**src/pkg/pmar_map.vh**
```
// Register offsets, reset values and field positions for the power/alarm register bank
`ifndef PMAR_MAP_VH
`define PMAR_MAP_VH

`define PMAR_ADDR_W 12
`define PMAR_OFS_PROFILE_B 12'h29a
`define PMAR_OFS_PROFILE_C 12'h29b
`define PMAR_OFS_PROFILE_D 12'h29c
`define PMAR_OFS_ALARM_SUMMARY 12'h2c0
`define PMAR_OFS_ALARM_STATUS 12'h2c1
`define PMAR_OFS_ALARM_MASK 12'h2c2
`define PMAR_OFS_LANE_ALARM 12'h2c4

`define PMAR_RST_PROFILE_B 8'h0f
`define PMAR_RST_PROFILE_C 8'h04
`define PMAR_RST_PROFILE_D 8'h1b
`define PMAR_RST_ALARM_STATUS 8'h3f
`define PMAR_RST_ALARM_MASK 8'h3f
`define PMAR_RST_LANE_ALARM 8'hff

`define PMAR_LP_CODE_B 8'h06
`define PMAR_HP_CODE_B 8'h0f
`define PMAR_LP_CODE_C 8'h00
`define PMAR_HP_CODE_C 8'h04
`define PMAR_LP_CODE_D 8'h14
`define PMAR_HP_CODE_D 8'h1b

`define PMAR_BIT_BUFFER 5
`define PMAR_BIT_SPLL 4
`define PMAR_BIT_LINK 3
`define PMAR_BIT_REALIGN 2
`define PMAR_BIT_RSVD1 1
`define PMAR_BIT_DIVIDER 0
`define PMAR_ALARM_IMPL 8'h3f

`endif

```
**src/logic/pmar_sticky_bit.v**
```verilog
// One sticky write-one-to-clear alarm flag, set wins over clear
`timescale 1ns/1ps
`default_nettype none

module pmar_sticky_bit #(
  parameter RST_VAL = 1'b1
) (
  // Clock and reset
  input wire clock,
  input wire sys_rst,
  input wire clk_en,
  // Control
  input wire set_in,
  input wire clr_in,
  // State
  output reg flag_r
);

  // Set beats clear so a fault present during the clearing write stays visible
  always @(posedge clock) begin
    if (sys_rst) begin
      flag_r <= RST_VAL;
    end else if (clk_en) begin
      if (set_in) begin
        flag_r <= 1'b1;
      end else if (clr_in) begin
        flag_r <= 1'b0;
      end
    end
  end

endmodule // pmar_sticky_bit

`default_nettype wire

```
**src/logic/pmar_regs.v**
```verilog
// Power-profile and alarm aggregation register bank
//
// What this block does
// - Profile B decodes 0x06 low power, 0x0F high performance (reset).
// - Profile C decodes 0x00 low power, 0x04 high performance (reset).
// - Profile D decodes 0x14 low power, 0x1B high performance (reset).
// - Summary bit 0 is OR of unmasked status bits other than reserved bit 1; bits 7:1 zero.
// - Selector routes summary alarm onto the status output pin.
// - Status bits: buffer 5, pll 4, link 3, realign 2, divider 0; reset 0x3F.
// - Buffer alarm sets on any active lane overflow or underflow.
// - Writing 1 clears a status bit; writing 0 leaves it.
// - Per-lane record shows which lane buffer faulted.
// - Lane bit sets on its fault, W1C, all cleared by buffer-alarm clear.
// - Mask register mirrors status layout, bits reset to 1.
// - After reset every alarm status bit reads 1.
// - PLL alarm sets while serializer PLL unlocked; W1C.
`timescale 1ns/1ps
`default_nettype none
`include "pmar_map.vh"

module pmar_regs #(
  parameter LANES = 8,
  parameter ADDR_W = `PMAR_ADDR_W
) (
  // Clock, reset, enable
  input wire clock,
  input wire sys_rst,
  input wire clk_en,
  // Register access from the serial programming port
  input wire reg_wr,
  input wire reg_rd,
  input wire [ADDR_W-1:0] reg_addr,
  input wire [7:0] reg_wdata,
  output reg [7:0] reg_rdata_r,
  // Alarm sources
  input wire [LANES-1:0] lane_active,
  input wire [LANES-1:0] lane_overflow,
  input wire [LANES-1:0] lane_underflow,
  input wire spll_locked,
  input wire link_alarm_evt,
  input wire realign_evt,
  input wire divider_mismatch,
  // Status pin routing
  input wire status_sel_alarm,
  input wire cal_status_in,
  output reg status_output_pin_r,
  // Decoded power mode
  output reg low_power_mode_r,
  output reg high_perf_mode_r,
  output reg profile_mixed_r
);

  reg [7:0] profile_code_b_r;
  reg [7:0] profile_code_c_r;
  reg [7:0] profile_code_d_r;
  reg [7:0] mask_r;
  wire [7:0] status_w;
  wire [LANES-1:0] lane_flag_w;
  wire [LANES-1:0] lane_fault_w;
  wire [LANES-1:0] lane_clr_w;
  wire [7:0] lane_rd_w;
  wire [5:0] status_set_w;
  wire [5:0] status_clr_w;
  wire [7:0] alarm_vec_w;
  wire wr_status;
  wire wr_lane;
  wire alarm_any;
  wire lp_b;
  wire lp_c;
  wire lp_d;
  wire hp_b;
  wire hp_c;
  wire hp_d;
  wire lp_all;
  wire hp_all;

  // Reset image of the status flags, handed to each flag below
  localparam [7:0] RST_STATUS = `PMAR_RST_ALARM_STATUS;
  // Bits allowed to reach the summary; reserved bit 1 is never an alarm
  localparam [7:0] ALARM_SRC = `PMAR_ALARM_IMPL & ~(8'h01 << `PMAR_BIT_RSVD1);

  // Address decodes for the write-one-to-clear registers
  assign wr_status = reg_wr && (reg_addr == `PMAR_OFS_ALARM_STATUS);
  assign wr_lane = reg_wr && (reg_addr == `PMAR_OFS_LANE_ALARM);

  // Only active lanes can raise a buffer fault
  assign lane_fault_w = lane_active & (lane_overflow | lane_underflow);

  // Set conditions; a persisting level re-arms its flag every cycle
  assign status_set_w[`PMAR_BIT_BUFFER] = |lane_fault_w;
  assign status_set_w[`PMAR_BIT_SPLL] = !spll_locked;
  assign status_set_w[`PMAR_BIT_LINK] = link_alarm_evt;
  assign status_set_w[`PMAR_BIT_REALIGN] = realign_evt;
  assign status_set_w[`PMAR_BIT_RSVD1] = 1'b0;
  assign status_set_w[`PMAR_BIT_DIVIDER] = divider_mismatch;
  // One clear strobe per status bit; a written 0 leaves its flag alone
  assign status_clr_w = {6{wr_status}} & reg_wdata[5:0];

  // Lane clears; lanes past bit 7 have no bit of their own in the register
  genvar gi;
  generate
    for (gi = 0; gi < LANES; gi = gi + 1) begin : g_lane
      if (gi < 8) begin : g_own
        assign lane_clr_w[gi] = (wr_lane && reg_wdata[gi]) ||
                                status_clr_w[`PMAR_BIT_BUFFER];
      end else begin : g_wide
        assign lane_clr_w[gi] = status_clr_w[`PMAR_BIT_BUFFER];
      end
      // Per-lane record, so software can find the lane that faulted
      pmar_sticky_bit #(
        .RST_VAL(1'b1)
      ) u_lane (
        .clock(clock),
        .sys_rst(sys_rst),
        .clk_en(clk_en),
        .set_in(lane_fault_w[gi]),
        .clr_in(lane_clr_w[gi]),
        .flag_r(lane_flag_w[gi])
      );
    end
  endgenerate

  // Eight-bit lane view; lanes that are not built read as zero
  genvar gr;
  generate
    for (gr = 0; gr < 8; gr = gr + 1) begin : g_lane_rd
      if (gr < LANES) begin : g_real
        assign lane_rd_w[gr] = lane_flag_w[gr];
      end else begin : g_none
        assign lane_rd_w[gr] = 1'b0;
      end
    end
  endgenerate

  // Status flags, all reset to 1 and W1C with set priority
  pmar_sticky_bit #(.RST_VAL(RST_STATUS[`PMAR_BIT_BUFFER])) u_buf (
    .clock(clock),
    .sys_rst(sys_rst),
    .clk_en(clk_en),
    .set_in(status_set_w[`PMAR_BIT_BUFFER]),
    .clr_in(status_clr_w[`PMAR_BIT_BUFFER]),
    .flag_r(status_w[`PMAR_BIT_BUFFER])
  );

  pmar_sticky_bit #(.RST_VAL(RST_STATUS[`PMAR_BIT_SPLL])) u_spll (
    .clock(clock),
    .sys_rst(sys_rst),
    .clk_en(clk_en),
    .set_in(status_set_w[`PMAR_BIT_SPLL]),
    .clr_in(status_clr_w[`PMAR_BIT_SPLL]),
    .flag_r(status_w[`PMAR_BIT_SPLL])
  );

  pmar_sticky_bit #(.RST_VAL(RST_STATUS[`PMAR_BIT_LINK])) u_link (
    .clock(clock),
    .sys_rst(sys_rst),
    .clk_en(clk_en),
    .set_in(status_set_w[`PMAR_BIT_LINK]),
    .clr_in(status_clr_w[`PMAR_BIT_LINK]),
    .flag_r(status_w[`PMAR_BIT_LINK])
  );

  pmar_sticky_bit #(.RST_VAL(RST_STATUS[`PMAR_BIT_REALIGN])) u_realign (
    .clock(clock),
    .sys_rst(sys_rst),
    .clk_en(clk_en),
    .set_in(status_set_w[`PMAR_BIT_REALIGN]),
    .clr_in(status_clr_w[`PMAR_BIT_REALIGN]),
    .flag_r(status_w[`PMAR_BIT_REALIGN])
  );

  // Reserved bit 1 has no source; resets to 1 and is W1C like its neighbours
  pmar_sticky_bit #(.RST_VAL(RST_STATUS[`PMAR_BIT_RSVD1])) u_rsvd (
    .clock(clock),
    .sys_rst(sys_rst),
    .clk_en(clk_en),
    .set_in(status_set_w[`PMAR_BIT_RSVD1]),
    .clr_in(status_clr_w[`PMAR_BIT_RSVD1]),
    .flag_r(status_w[`PMAR_BIT_RSVD1])
  );

  pmar_sticky_bit #(.RST_VAL(RST_STATUS[`PMAR_BIT_DIVIDER])) u_div (
    .clock(clock),
    .sys_rst(sys_rst),
    .clk_en(clk_en),
    .set_in(status_set_w[`PMAR_BIT_DIVIDER]),
    .clr_in(status_clr_w[`PMAR_BIT_DIVIDER]),
    .flag_r(status_w[`PMAR_BIT_DIVIDER])
  );
  assign status_w[7:6] = 2'h0;

  // Unmasked alarms; the mask never touches the flags themselves
  assign alarm_vec_w = status_w & ~mask_r & ALARM_SRC;
  // Summary is a live OR, so it drops as soon as the last flag clears
  assign alarm_any = |alarm_vec_w;

  // Writable registers: profiles and mask
  always @(posedge clock) begin
    if (sys_rst) begin
      profile_code_b_r <= `PMAR_RST_PROFILE_B;
      profile_code_c_r <= `PMAR_RST_PROFILE_C;
      profile_code_d_r <= `PMAR_RST_PROFILE_D;
      mask_r <= `PMAR_RST_ALARM_MASK;
    end else if (clk_en && reg_wr) begin
      // Reserved codes are stored as written; software must avoid them
      case (reg_addr)
        `PMAR_OFS_PROFILE_B: begin
          profile_code_b_r <= reg_wdata;
        end
        `PMAR_OFS_PROFILE_C: begin
          profile_code_c_r <= reg_wdata;
        end
        `PMAR_OFS_PROFILE_D: begin
          profile_code_d_r <= reg_wdata;
        end
        `PMAR_OFS_ALARM_MASK: begin
          // Bits 7:6 are kept as written; they gate nothing
          mask_r <= reg_wdata;
        end
        default: begin
          mask_r <= mask_r;
        end
      endcase
    end
  end

  // Mode decode per register
  assign lp_b = (profile_code_b_r == `PMAR_LP_CODE_B);
  assign hp_b = (profile_code_b_r == `PMAR_HP_CODE_B);
  assign lp_c = (profile_code_c_r == `PMAR_LP_CODE_C);
  assign hp_c = (profile_code_c_r == `PMAR_HP_CODE_C);
  assign lp_d = (profile_code_d_r == `PMAR_LP_CODE_D);
  assign hp_d = (profile_code_d_r == `PMAR_HP_CODE_D);
  // Whole-set agreement; one register left in the other mode counts as neither
  assign lp_all = lp_b && lp_c && lp_d;
  assign hp_all = hp_b && hp_c && hp_d;

  // Mode outputs; a mixed or reserved set is flagged rather than guessed
  // Profile A sits outside this bank, so only B, C and D are weighed here
  always @(posedge clock) begin
    if (sys_rst) begin
      low_power_mode_r <= 1'b0;
      high_perf_mode_r <= 1'b1;
      profile_mixed_r <= 1'b0;
    end else if (clk_en) begin
      low_power_mode_r <= lp_all;
      high_perf_mode_r <= hp_all;
      profile_mixed_r <= !(lp_all || hp_all);
    end
  end

  // Status pin: alarm or calibration status, registered for a clean pin
  // The pin trails the summary bit by one cycle; glitch-free is worth it
  always @(posedge clock) begin
    if (sys_rst) begin
      status_output_pin_r <= 1'b0;
    end else if (clk_en) begin
      status_output_pin_r <= status_sel_alarm ? alarm_any : cal_status_in;
    end
  end

  // Read data, one cycle after the strobe; unmapped reads return zero
  // Flags are registered, so one set in the read cycle shows only on the next read
  always @(posedge clock) begin
    if (sys_rst) begin
      reg_rdata_r <= 8'h00;
    end else if (clk_en && reg_rd) begin
      case (reg_addr)
        `PMAR_OFS_PROFILE_B: begin
          reg_rdata_r <= profile_code_b_r;
        end
        `PMAR_OFS_PROFILE_C: begin
          reg_rdata_r <= profile_code_c_r;
        end
        `PMAR_OFS_PROFILE_D: begin
          reg_rdata_r <= profile_code_d_r;
        end
        `PMAR_OFS_ALARM_SUMMARY: begin
          reg_rdata_r <= {7'h00, alarm_any};
        end
        `PMAR_OFS_ALARM_STATUS: begin
          reg_rdata_r <= status_w;
        end
        `PMAR_OFS_ALARM_MASK: begin
          reg_rdata_r <= mask_r;
        end
        `PMAR_OFS_LANE_ALARM: begin
          reg_rdata_r <= lane_rd_w;
        end
        default: begin
          reg_rdata_r <= 8'h00;
        end
      endcase
    end
  end

endmodule // pmar_regs

`default_nettype wire

```
**config.mk**
```make
export PLATFORM = sky130hd
export DESIGN_NAME = pmar_regs
export DESIGN_NICKNAME = d
export VERILOG_FILES = /design/src/logic/pmar_sticky_bit.v /design/src/logic/pmar_regs.v
export VERILOG_INCLUDE_DIRS = /design/src /design/src/pkg
export SDC_FILE = /design/constraint.sdc
export NUM_CORES = 1
export LEC_CHECK = 0
export ABC_AREA = 0
export BUFFER_PORTS_ARGS = -buffer_cell sky130_fd_sc_hd__buf_2
export CORE_MARGIN = 4
export CORE_UTILIZATION = 53
export DETAILED_ROUTE_END_ITERATION = 8
export GPL_TIMING_DRIVEN = 1
export PLACE_DENSITY_LB_ADDON = 0.08
export SLEW_MARGIN = 20
export SYNTH_ARGS = -nofsm -noshare
export SYNTH_HDL_FRONTEND = slang
export SYNTH_SLANG_ARGS = --single-unit
export TNS_END_PERCENT = 1
```
**constraint.sdc**
```tcl
create_clock -name clock -period 2.1 [get_ports clock]
set_clock_uncertainty 0.1 [all_clocks]
set_input_delay 0.42 -clock clock [delete_from_list [all_inputs] [get_ports clock]]
set_output_delay 0.42 -clock clock [all_outputs]
set_load 0.02 [all_outputs]
```
---- Word level (Yosys, flattened, before mapping) ----
Cells that the tools add are included.
word-level totals
  logic and storage cells ................. 128
  output and inout bits ................... 12
  register bits after elaboration ......... 58
  input port bits ......................... 55
cells by class
  mux-type cells .......................... 28
  reductions and logical operators ........ 59
  equal/unequal tests ..................... 13
  bitwise operators ....................... 5
operators with widths
  operator                                                                 number
  12-bit by 10-bit equality test with 1-bit output, second input constant  7
  8-bit case mux with 7 select lines                                       1
  2-bit AND reduction                                                      18
  1-bit 2-to-1 mux                                                         27
  2-bit nonzero test                                                       12
  8-bit by 3-bit equality test with 1-bit output, second input constant    2
  8-bit by 5-bit equality test with 1-bit output, second input constant    2
  1-bit logical AND                                                        16
  6-bit AND                                                                2
  1-bit logical OR                                                         9
  8-bit AND                                                                1
  8-bit by 4-bit equality test with 1-bit output, second input constant    1
  8-bit logical NOT                                                        1
  8-bit bitwise OR                                                         1
  8-bit OR reduction                                                       1
  6-bit NOT                                                                1
  5-bit OR reduction                                                       1
  2-bit by 1-bit != test with 1-bit output, second input constant          1
  1-bit logical NOT                                                        1

---- Depth between registers and ports, before layout ----
Gate-level depths: netlist of the first run.
  depth after elaboration ................. 6
  depth in mapped cells ................... 8
  depth with buffers taken out ............ 5

---- Cells and area by module ----
A second synthesis of the first run with hierarchy kept.
second synthesis, totals
  cells, all modules ...................... 330
  area, all modules ....................... 2922.8 um^2
modules (own cells, without submodules)
  module           sequential area each (um^2)  cells each  area an instance (um^2)  times used
  pmar_regs        880.8                        288         2449.8                   1
  pmar_sticky_bit  20.0                         3           33.8                     14

---- Worst setup path before layout of the first run ----
No wires, ideal clock.
  kind .................................... input to register
  start ................................... input reg_addr[0]
  end ..................................... register g_lane[5].u_lane.flag_r
  arrival time ............................ 1.779 ns
  buffers on the path ..................... 3
  setup time .............................. 0.122 ns
  required time ........................... 1.878 ns
  cell stages on the path ................. 8
  path slack .............................. 0.099 ns
  path through ............................ buf_2 -> nor3b_4 -> and2_1 -> buf_4 -> and2b_1 -> buf_4 -> o21ai_1 -> a221o_1
on the way
  cells in the longest elaborated chain, start to end .. 6
  elaborated cells between the ends (all ways) .. 9
  those cells by class .................... eq/ne: 2; bitwise: 1; reduce/logical: 6
RTL lines
  element                                                line                             source
  start, declared                                        pmar_regs.v:32                   input wire [ADDR_W-1:0] reg_addr,
  12-bit by 10-bit equality test with 1-bit output       --
  1-bit logical AND, on equally long branches            pmar_regs.v:83, pmar_regs.v:84
  6-bit AND / 1-bit logical AND (equally long branches)  pmar_regs.v:97, pmar_regs.v:104
  1-bit logical OR (*)                                   pmar_regs.v:104                  assign lane_clr_w[gi] = (wr_lane && reg_wdata[gi]) ||
  2-bit nonzero test (no line) (*)                       --
  2-bit AND reduction (no line) (*)                      --
  end signal, assigned                                   pmar_sticky_bit.v:22             flag_r <= RST_VAL;
  end signal, assigned                                   pmar_sticky_bit.v:25             flag_r <= 1'b1;
  end signal, assigned                                   pmar_sticky_bit.v:27             flag_r <= 1'b0;
  end, declared                                          pmar_sticky_bit.v:16             output reg flag_r
Mark *: on every way between the ends. The rest lies on a longest branch, timed or not.
A chain may end at the register's enable or synchronous reset.

---- Worst setup path in the final report of the first run ----
  start ................................... input reg_addr[3]
  end ..................................... register g_lane[5].u_lane.flag_r
The elaborated chain is that of the path after synthesis.

==> run metrics, run 1 <==
Final min period=~1.9 ns; PwrDens=a little under 700 nW/um^2; Area Growth Syn to Fin=28.3%; antenna violations before repair=0; Worst-path clk slew=about 0.07 ns; worst hold path class=primary input to flip-flop; Post-Synthesis Cell Area=2860 sq um; synth top area cells=dfxtp_1, mux2i_1, a211o_1; drt wl/cell=17.8 um; sequential share of the synthesized area=40.6%; # nets final=467; cts bufs inserted=9; Synth top area share=between 40% and 50%; final worst path period share=90.4%; ANT cells=0; Syn Area/Cell=8.83 sq um; Port Buffers=66; Via density=5.94; clock root buffer=clkbuf_8; # DRC=0; row cnt=26; I/O pins=67; Main synth FF type=dfxtp_1; Hold Buf Count CTS=0; wl on met1=3780 um; Syn Nets=379; postcts setup bufs=0; Worst EP arrival=2.03 ns; unrepaired setup endpoints after global routing=no; Initial Utilization=55.3%; routed length on met2=4080 um; Clock Tree Buf Depth=2; Startpoint Class=primary input; critical path fanouts, max=6; first-pass GRT wire length=13200 um; Top Layer Used=met4; initial DRC count=368; largest net degree at the start of global routing=33; met3 wire len=590 um; Routed Antenna Nets=0; core area=5170 sq um; commonest non-fill, non-tap cell in the layout=buf_2; # setup viols final=0; GRT Total Usage=26.9%; ys async rst share=0%; Slew HR=59.8%; DRT Pass-1 Iters=6; share of layout cells above drive strength 1=29.3%; crit path kind=primary input to flip-flop; crit end category=flip-flop; worst hold slack=0.197 ns; Worst Path Required=2.24 ns; pre-CTS WS=-0.153 ns; H-tree levels=3; final wirelength=8660 um; number of synthesized flops with an enable pin=0; status=finished clean; hpwl dp=6520 um; commonest cells after routing, fill and taps aside=buf_2, dfxtp_1, nor2_1, nand2_1, buf_4; post-synthesis register bit count=58; Via Count=2895; CTS Sinks=58; die area=6640 sq um; final-report hold violation count=0; Gate Count Post-Synth=324; Yosys cell types=53; setup ws final=0.202 ns; fmax=about 0.53 GHz; Slew @ Worst Pin=between 0.6 and 0.7 ns; grt ovf=0; leakage power total=1.49 nW; final weighted congestion in routability-driven placement=0.910; YS warnings=0; Max-cap violations=0; Die Ht=81.5 um; vias in the first global route=between 2k and 3k; Clock Latency Late Sink=0.35 ns; CTS tree=built; cts repair resizes=0; VDD IR max=around 530 uV; Final Max Tran Viols=0; cell taking the most area after synthesis=dfxtp_1; Die X=just over 80 um
synth_stat cells (3+ instances only):
cell type  instances
clkbuf_1           8
mux2i_1           18
a22o_1             3
a31oi_1            3
a21oi_1           18
a211o_1           17
nand2_1           29
a311o_1            7
nor4_1             3
o21ai_0           21
buf_4              4
dfxtp_1           58
buf_2              6
o22ai_1            3
inv_1              8
nor3_1             4
and3_1             4
a221o_1            8
nand3_1            5
nor2b_1           19
a211oi_1           4
nand4_1            5
nor2_1            31
flip-flops by register name, indices dropped and copies added (netlist names):
name	count
g_lane.u_lane.flag_r	8
high_perf_mode_r	1
low_power_mode_r	1
mask_r	8
profile_code_b_r	8
profile_code_c_r	8
profile_code_d_r	8
profile_mixed_r	1
reg_rdata_r	8
status_output_pin_r	1
u_buf.flag_r	1
u_div.flag_r	1
u_link.flag_r	1
u_realign.flag_r	1
u_rsvd.flag_r	1
u_spll.flag_r	1
critical path, cell delays in order:
cell and delay (ns):
buf_2 0.12, nor4b_2 0.42, buf_4 0.19, and2_1 0.18
and2b_1 0.28, o21ai_1 0.09, a221o_1 0.34
metal layers:
metal / GRT usage (%) / vias up
li1: - / 1382
met1: 34.2 / 1359
met2: 44.7 / 133
met3: 4.39 / 21
met4: 12.0 / 0
met5: 0 / -
per-stage QoR:
stage | total power, mW | area [sq um] | util [%] | setup TNS (ns) | instances
2_1_floorplan | 1.22 | 2860 | - | 0 | 324
3_3_place_gp | 1.33 | 3440 | 66.4 | -0.0721 | 471
3_5_place_dp | 1.33 | 3440 | 66.4 | -1.12 | 471
4_1_cts | 2.55 | 3670 | 71.0 | 0 | 487
5_1_grt | 2.62 | 3670 | 71.0 | 0 | 487
6_report | 2.55 | 3670 | 71.0 | 0 | 487
layout make-up:
class / instances / area, sq um
Sequential cell: 58 / 1160
Inverter: 8 / 30.0
Timing Repair Buffer: 97 / 588
Clock inverter: 5 / 103
Fill cell: 419 / 1500
Clock buffer: 11 / 131
Multi-Input combinational cell: 238 / 1570
Tap cell: 70 / 87.6
power breakdown:
group / internal, mW / switching (mW) / total [mW]
logic: 0.0871 / 0.117 / 0.204
clock network: 0.787 / 0.453 / 1.24
registers: 1.10 / 0.00136 / 1.10
cell families after synthesis:
kind of cell	after synthesis	synth area share, %
buffers and inverters	28	4.51
muxes	19	6.69
DFF	58	40.6
AOI/OAI and AO/OA	100	25.4
and+or+nand+nor	119	22.8
final timing paths:
path,startpoint,endpoint,slack (ns),depth (start not counted)
worst max-delay path,reg_addr[3],g_lane[5].u_lane.flag_r,0.20,7
worst min-delay path,realign_evt,u_realign.flag_r,0.20,2
worst max register to register,u_buf.flag_r,reg_rdata_r[0],0.48,5
worst min register to register,reg_rdata_r[3],reg_rdata_r[3],0.35,2
Note: power is estimated with default switching activity, not from simulation.
==> run 2: changes to the inputs <==
CORE_UTILIZATION = 30   (was 53)
clock period = 2.2 ns   (was 2.1 ns; I/O delays follow)
==> run metrics, run 2 (synthesized netlist as in run 1, its figures left out) <==
grt ovf=0 (unchanged); final-report hold violation count=0 (unchanged); cts repair resizes=0 (unchanged); postcts setup bufs=0 (unchanged); Area Growth Syn to Fin=31.7% (was 28.3%); Slew @ Worst Pin=0.622 ns (was 0.602 ns); status=finished clean (unchanged); Worst-path clk slew=0.07 ns (about the same); hpwl dp=7870 um (was 6520 um); # setup viols final=0 (unchanged); crit end category=flip-flop (unchanged); row cnt=35 (was 26); worst hold path class=primary input to flip-flop (unchanged); clock root buffer=clkbuf_8 (unchanged); R2R depth=6 (was 5); CTS Sinks=58 (unchanged); Max-cap violations=0 (unchanged); fill count=973 (was 419); initial DRC count=154 (was 368); Worst Path Required=2.34 ns (was 2.24 ns); post-route core utilization=40.8% (was 71.0%); Via density=5.09 (was 5.94); Worst EP arrival=2.01 ns (was 2.03 ns); hold endpoint=u_link.flag_r (was u_realign.flag_r); Switching Share=24.8% (was 22.4%); final wirelength=9920 um (was 8660 um); final worst path period share=85.1%; Clock Latency Late Sink=0.34 ns (was 0.35 ns); Hold Path Origin=link_alarm_evt (was realign_evt); Non-Filler Cell Area, Final=3770 sq um (was 3670 sq um); PwrDens=628 nW/um^2 (was 694 nW/um^2); core area=9240 sq um (was 5170 sq um); antenna violations before repair=0 (unchanged); Final min period=1.87 ns; proportion of power drawn by combinational gates=8.4% (was 8.0%); unrepaired setup endpoints after global routing=no (unchanged); R2R Path Start=u_spll.flag_r (was u_buf.flag_r); I/O pins=67 (unchanged); Worst Setup SP=reg_addr[6] (was reg_addr[3]); cts bufs inserted=9 (unchanged); Routed Antenna Nets=0 (unchanged); VDD IR max=335 uV (was 534 uV); share of layout cells above drive strength 1=30.4% (was 29.3%); GRT Total Usage=18.2% (was 26.9%); Clock Tree Buf Depth=2 (unchanged); DRT Pass-1 Iters=4 (was 6); Int Power=1.78 mW (was 1.98 mW); Slew HR=58.5% (was 59.8%); Die X=106 um (was 81.5 um); Port Buffers=66 (unchanged); first-pass GRT wire length=15600 um (was 13200 um); Reg power frac=44.5% (was 43.3%); commonest cells after routing, fill and taps aside=buf_2, dfxtp_1, buf_4, nor2_1, nand2_1 (was buf_2, dfxtp_1, nor2_1, nand2_1, buf_4); largest net degree at the start of global routing=33 (unchanged); Area after DPL=3540 sq um (was 3440 sq um); worst hold stages=2 (unchanged); die area=11200 sq um (was 6640 sq um); reg2reg setup slack=0.71 ns (was 0.48 ns); drt wl/cell=18.0 um (was 17.8 um); Final Max Tran Viols=0 (unchanged); Initial Utilization=31.0% (was 55.3%); # DRC=0 (unchanged); Switch Pwr=0.586 mW (was 0.571 mW); Clock Power Share=47.0% (was 48.7%); leakage power total=1.49 nW (about the same); Hold Buf Count CTS=0 (unchanged); H-tree levels=3 (unchanged); Die Ht=106 um (was 81.5 um); vias in the first global route=2790 (was 2631); commonest non-fill, non-tap cell in the layout=buf_2 (unchanged); ANT cells=0 (unchanged); CTS tree=built (unchanged); Via Count=2801 (was 2895); fmax=0.534 GHz; crit path kind=primary input to flip-flop (unchanged); # nets final=471 (was 467); worst reg2reg path endpoint=status_output_pin_r (was reg_rdata_r[0]); critical path fanouts, max=6 (unchanged); Startpoint Class=primary input (unchanged); final weighted congestion in routability-driven placement=0.904 (was 0.910)
[run 2: stage by stage]
step                      hold slack [ns]  power [mW]  setup TNS [ns]  worst slack (ns)  cells
final                               0.233        2.37               0             0.328    550
after global routing                0.241        2.46               0             0.230    550
after CTS                           0.213        2.40               0             0.354    550
after detailed placement            0.351        1.28         -0.0245           -0.0245    534
after global placement              0.343        1.28         -0.0313           -0.0313    534
after floorplan                     0.328        1.16               0             0.179    324
[run 2: how the worst max path moves through the flow]
stage                              endpoint  slack [ns]  cells after the start
floorplan           g_lane[5].u_lane.flag_r        0.18                      8
global placement             reg_rdata_r[0]       -0.03                      9
detailed placement           reg_rdata_r[0]       -0.02                      9
CTS                          reg_rdata_r[0]        0.35                      9
global route                 reg_rdata_r[0]        0.23                      9
finish                       reg_rdata_r[0]        0.33                      9
[run 2: layout make-up]
type,count,area [sq um],share of cell area (%)
sequential,58,1160,30.8
inverter,8,30.0,0.797
tap,129,161,4.29
timing repair buffer,101,618,16.4
clock inverter,7,101,2.69
clock buffer,9,124,3.29
multi-input combinational,238,1570,41.7
[run 2: power groups by stage]
| stage | clock network [mW] | logic, mW | registers [mW] |
|---|---|---|---|
| after floorplan | 0 | 0.0790 | 1.08 |
| after global placement | 0 | 0.201 | 1.08 |
| after detailed placement | 0 | 0.201 | 1.08 |
| after CTS | 1.15 | 0.202 | 1.05 |
| after global routing | 1.18 | 0.220 | 1.05 |
| final | 1.11 | 0.200 | 1.05 |
[run 2: metal layers]
metal / vias up / global-route usage [%] / part of all wire [%] / routed length (um)
li1: 1387 / - / - / -
met1: 1331 / 25.0 / 48 / 4800
met2: 71 / 28.2 / 45 / 4500
met3: 12 / 3.80 / 4.4 / 439
met4: 0 / 6.11 / 1.8 / 179
met5: - / 0 / 0 / 0
[run 2: critical path, stage by stage]
cell,delay [ns]
buf_2,0.11
nor3b_1,0.14
buf_4,0.14
and2_1,0.15
buf_4,0.17
a222oi_1,0.39
buf_4,0.18
nor2_1,0.03
o31a_1,0.26
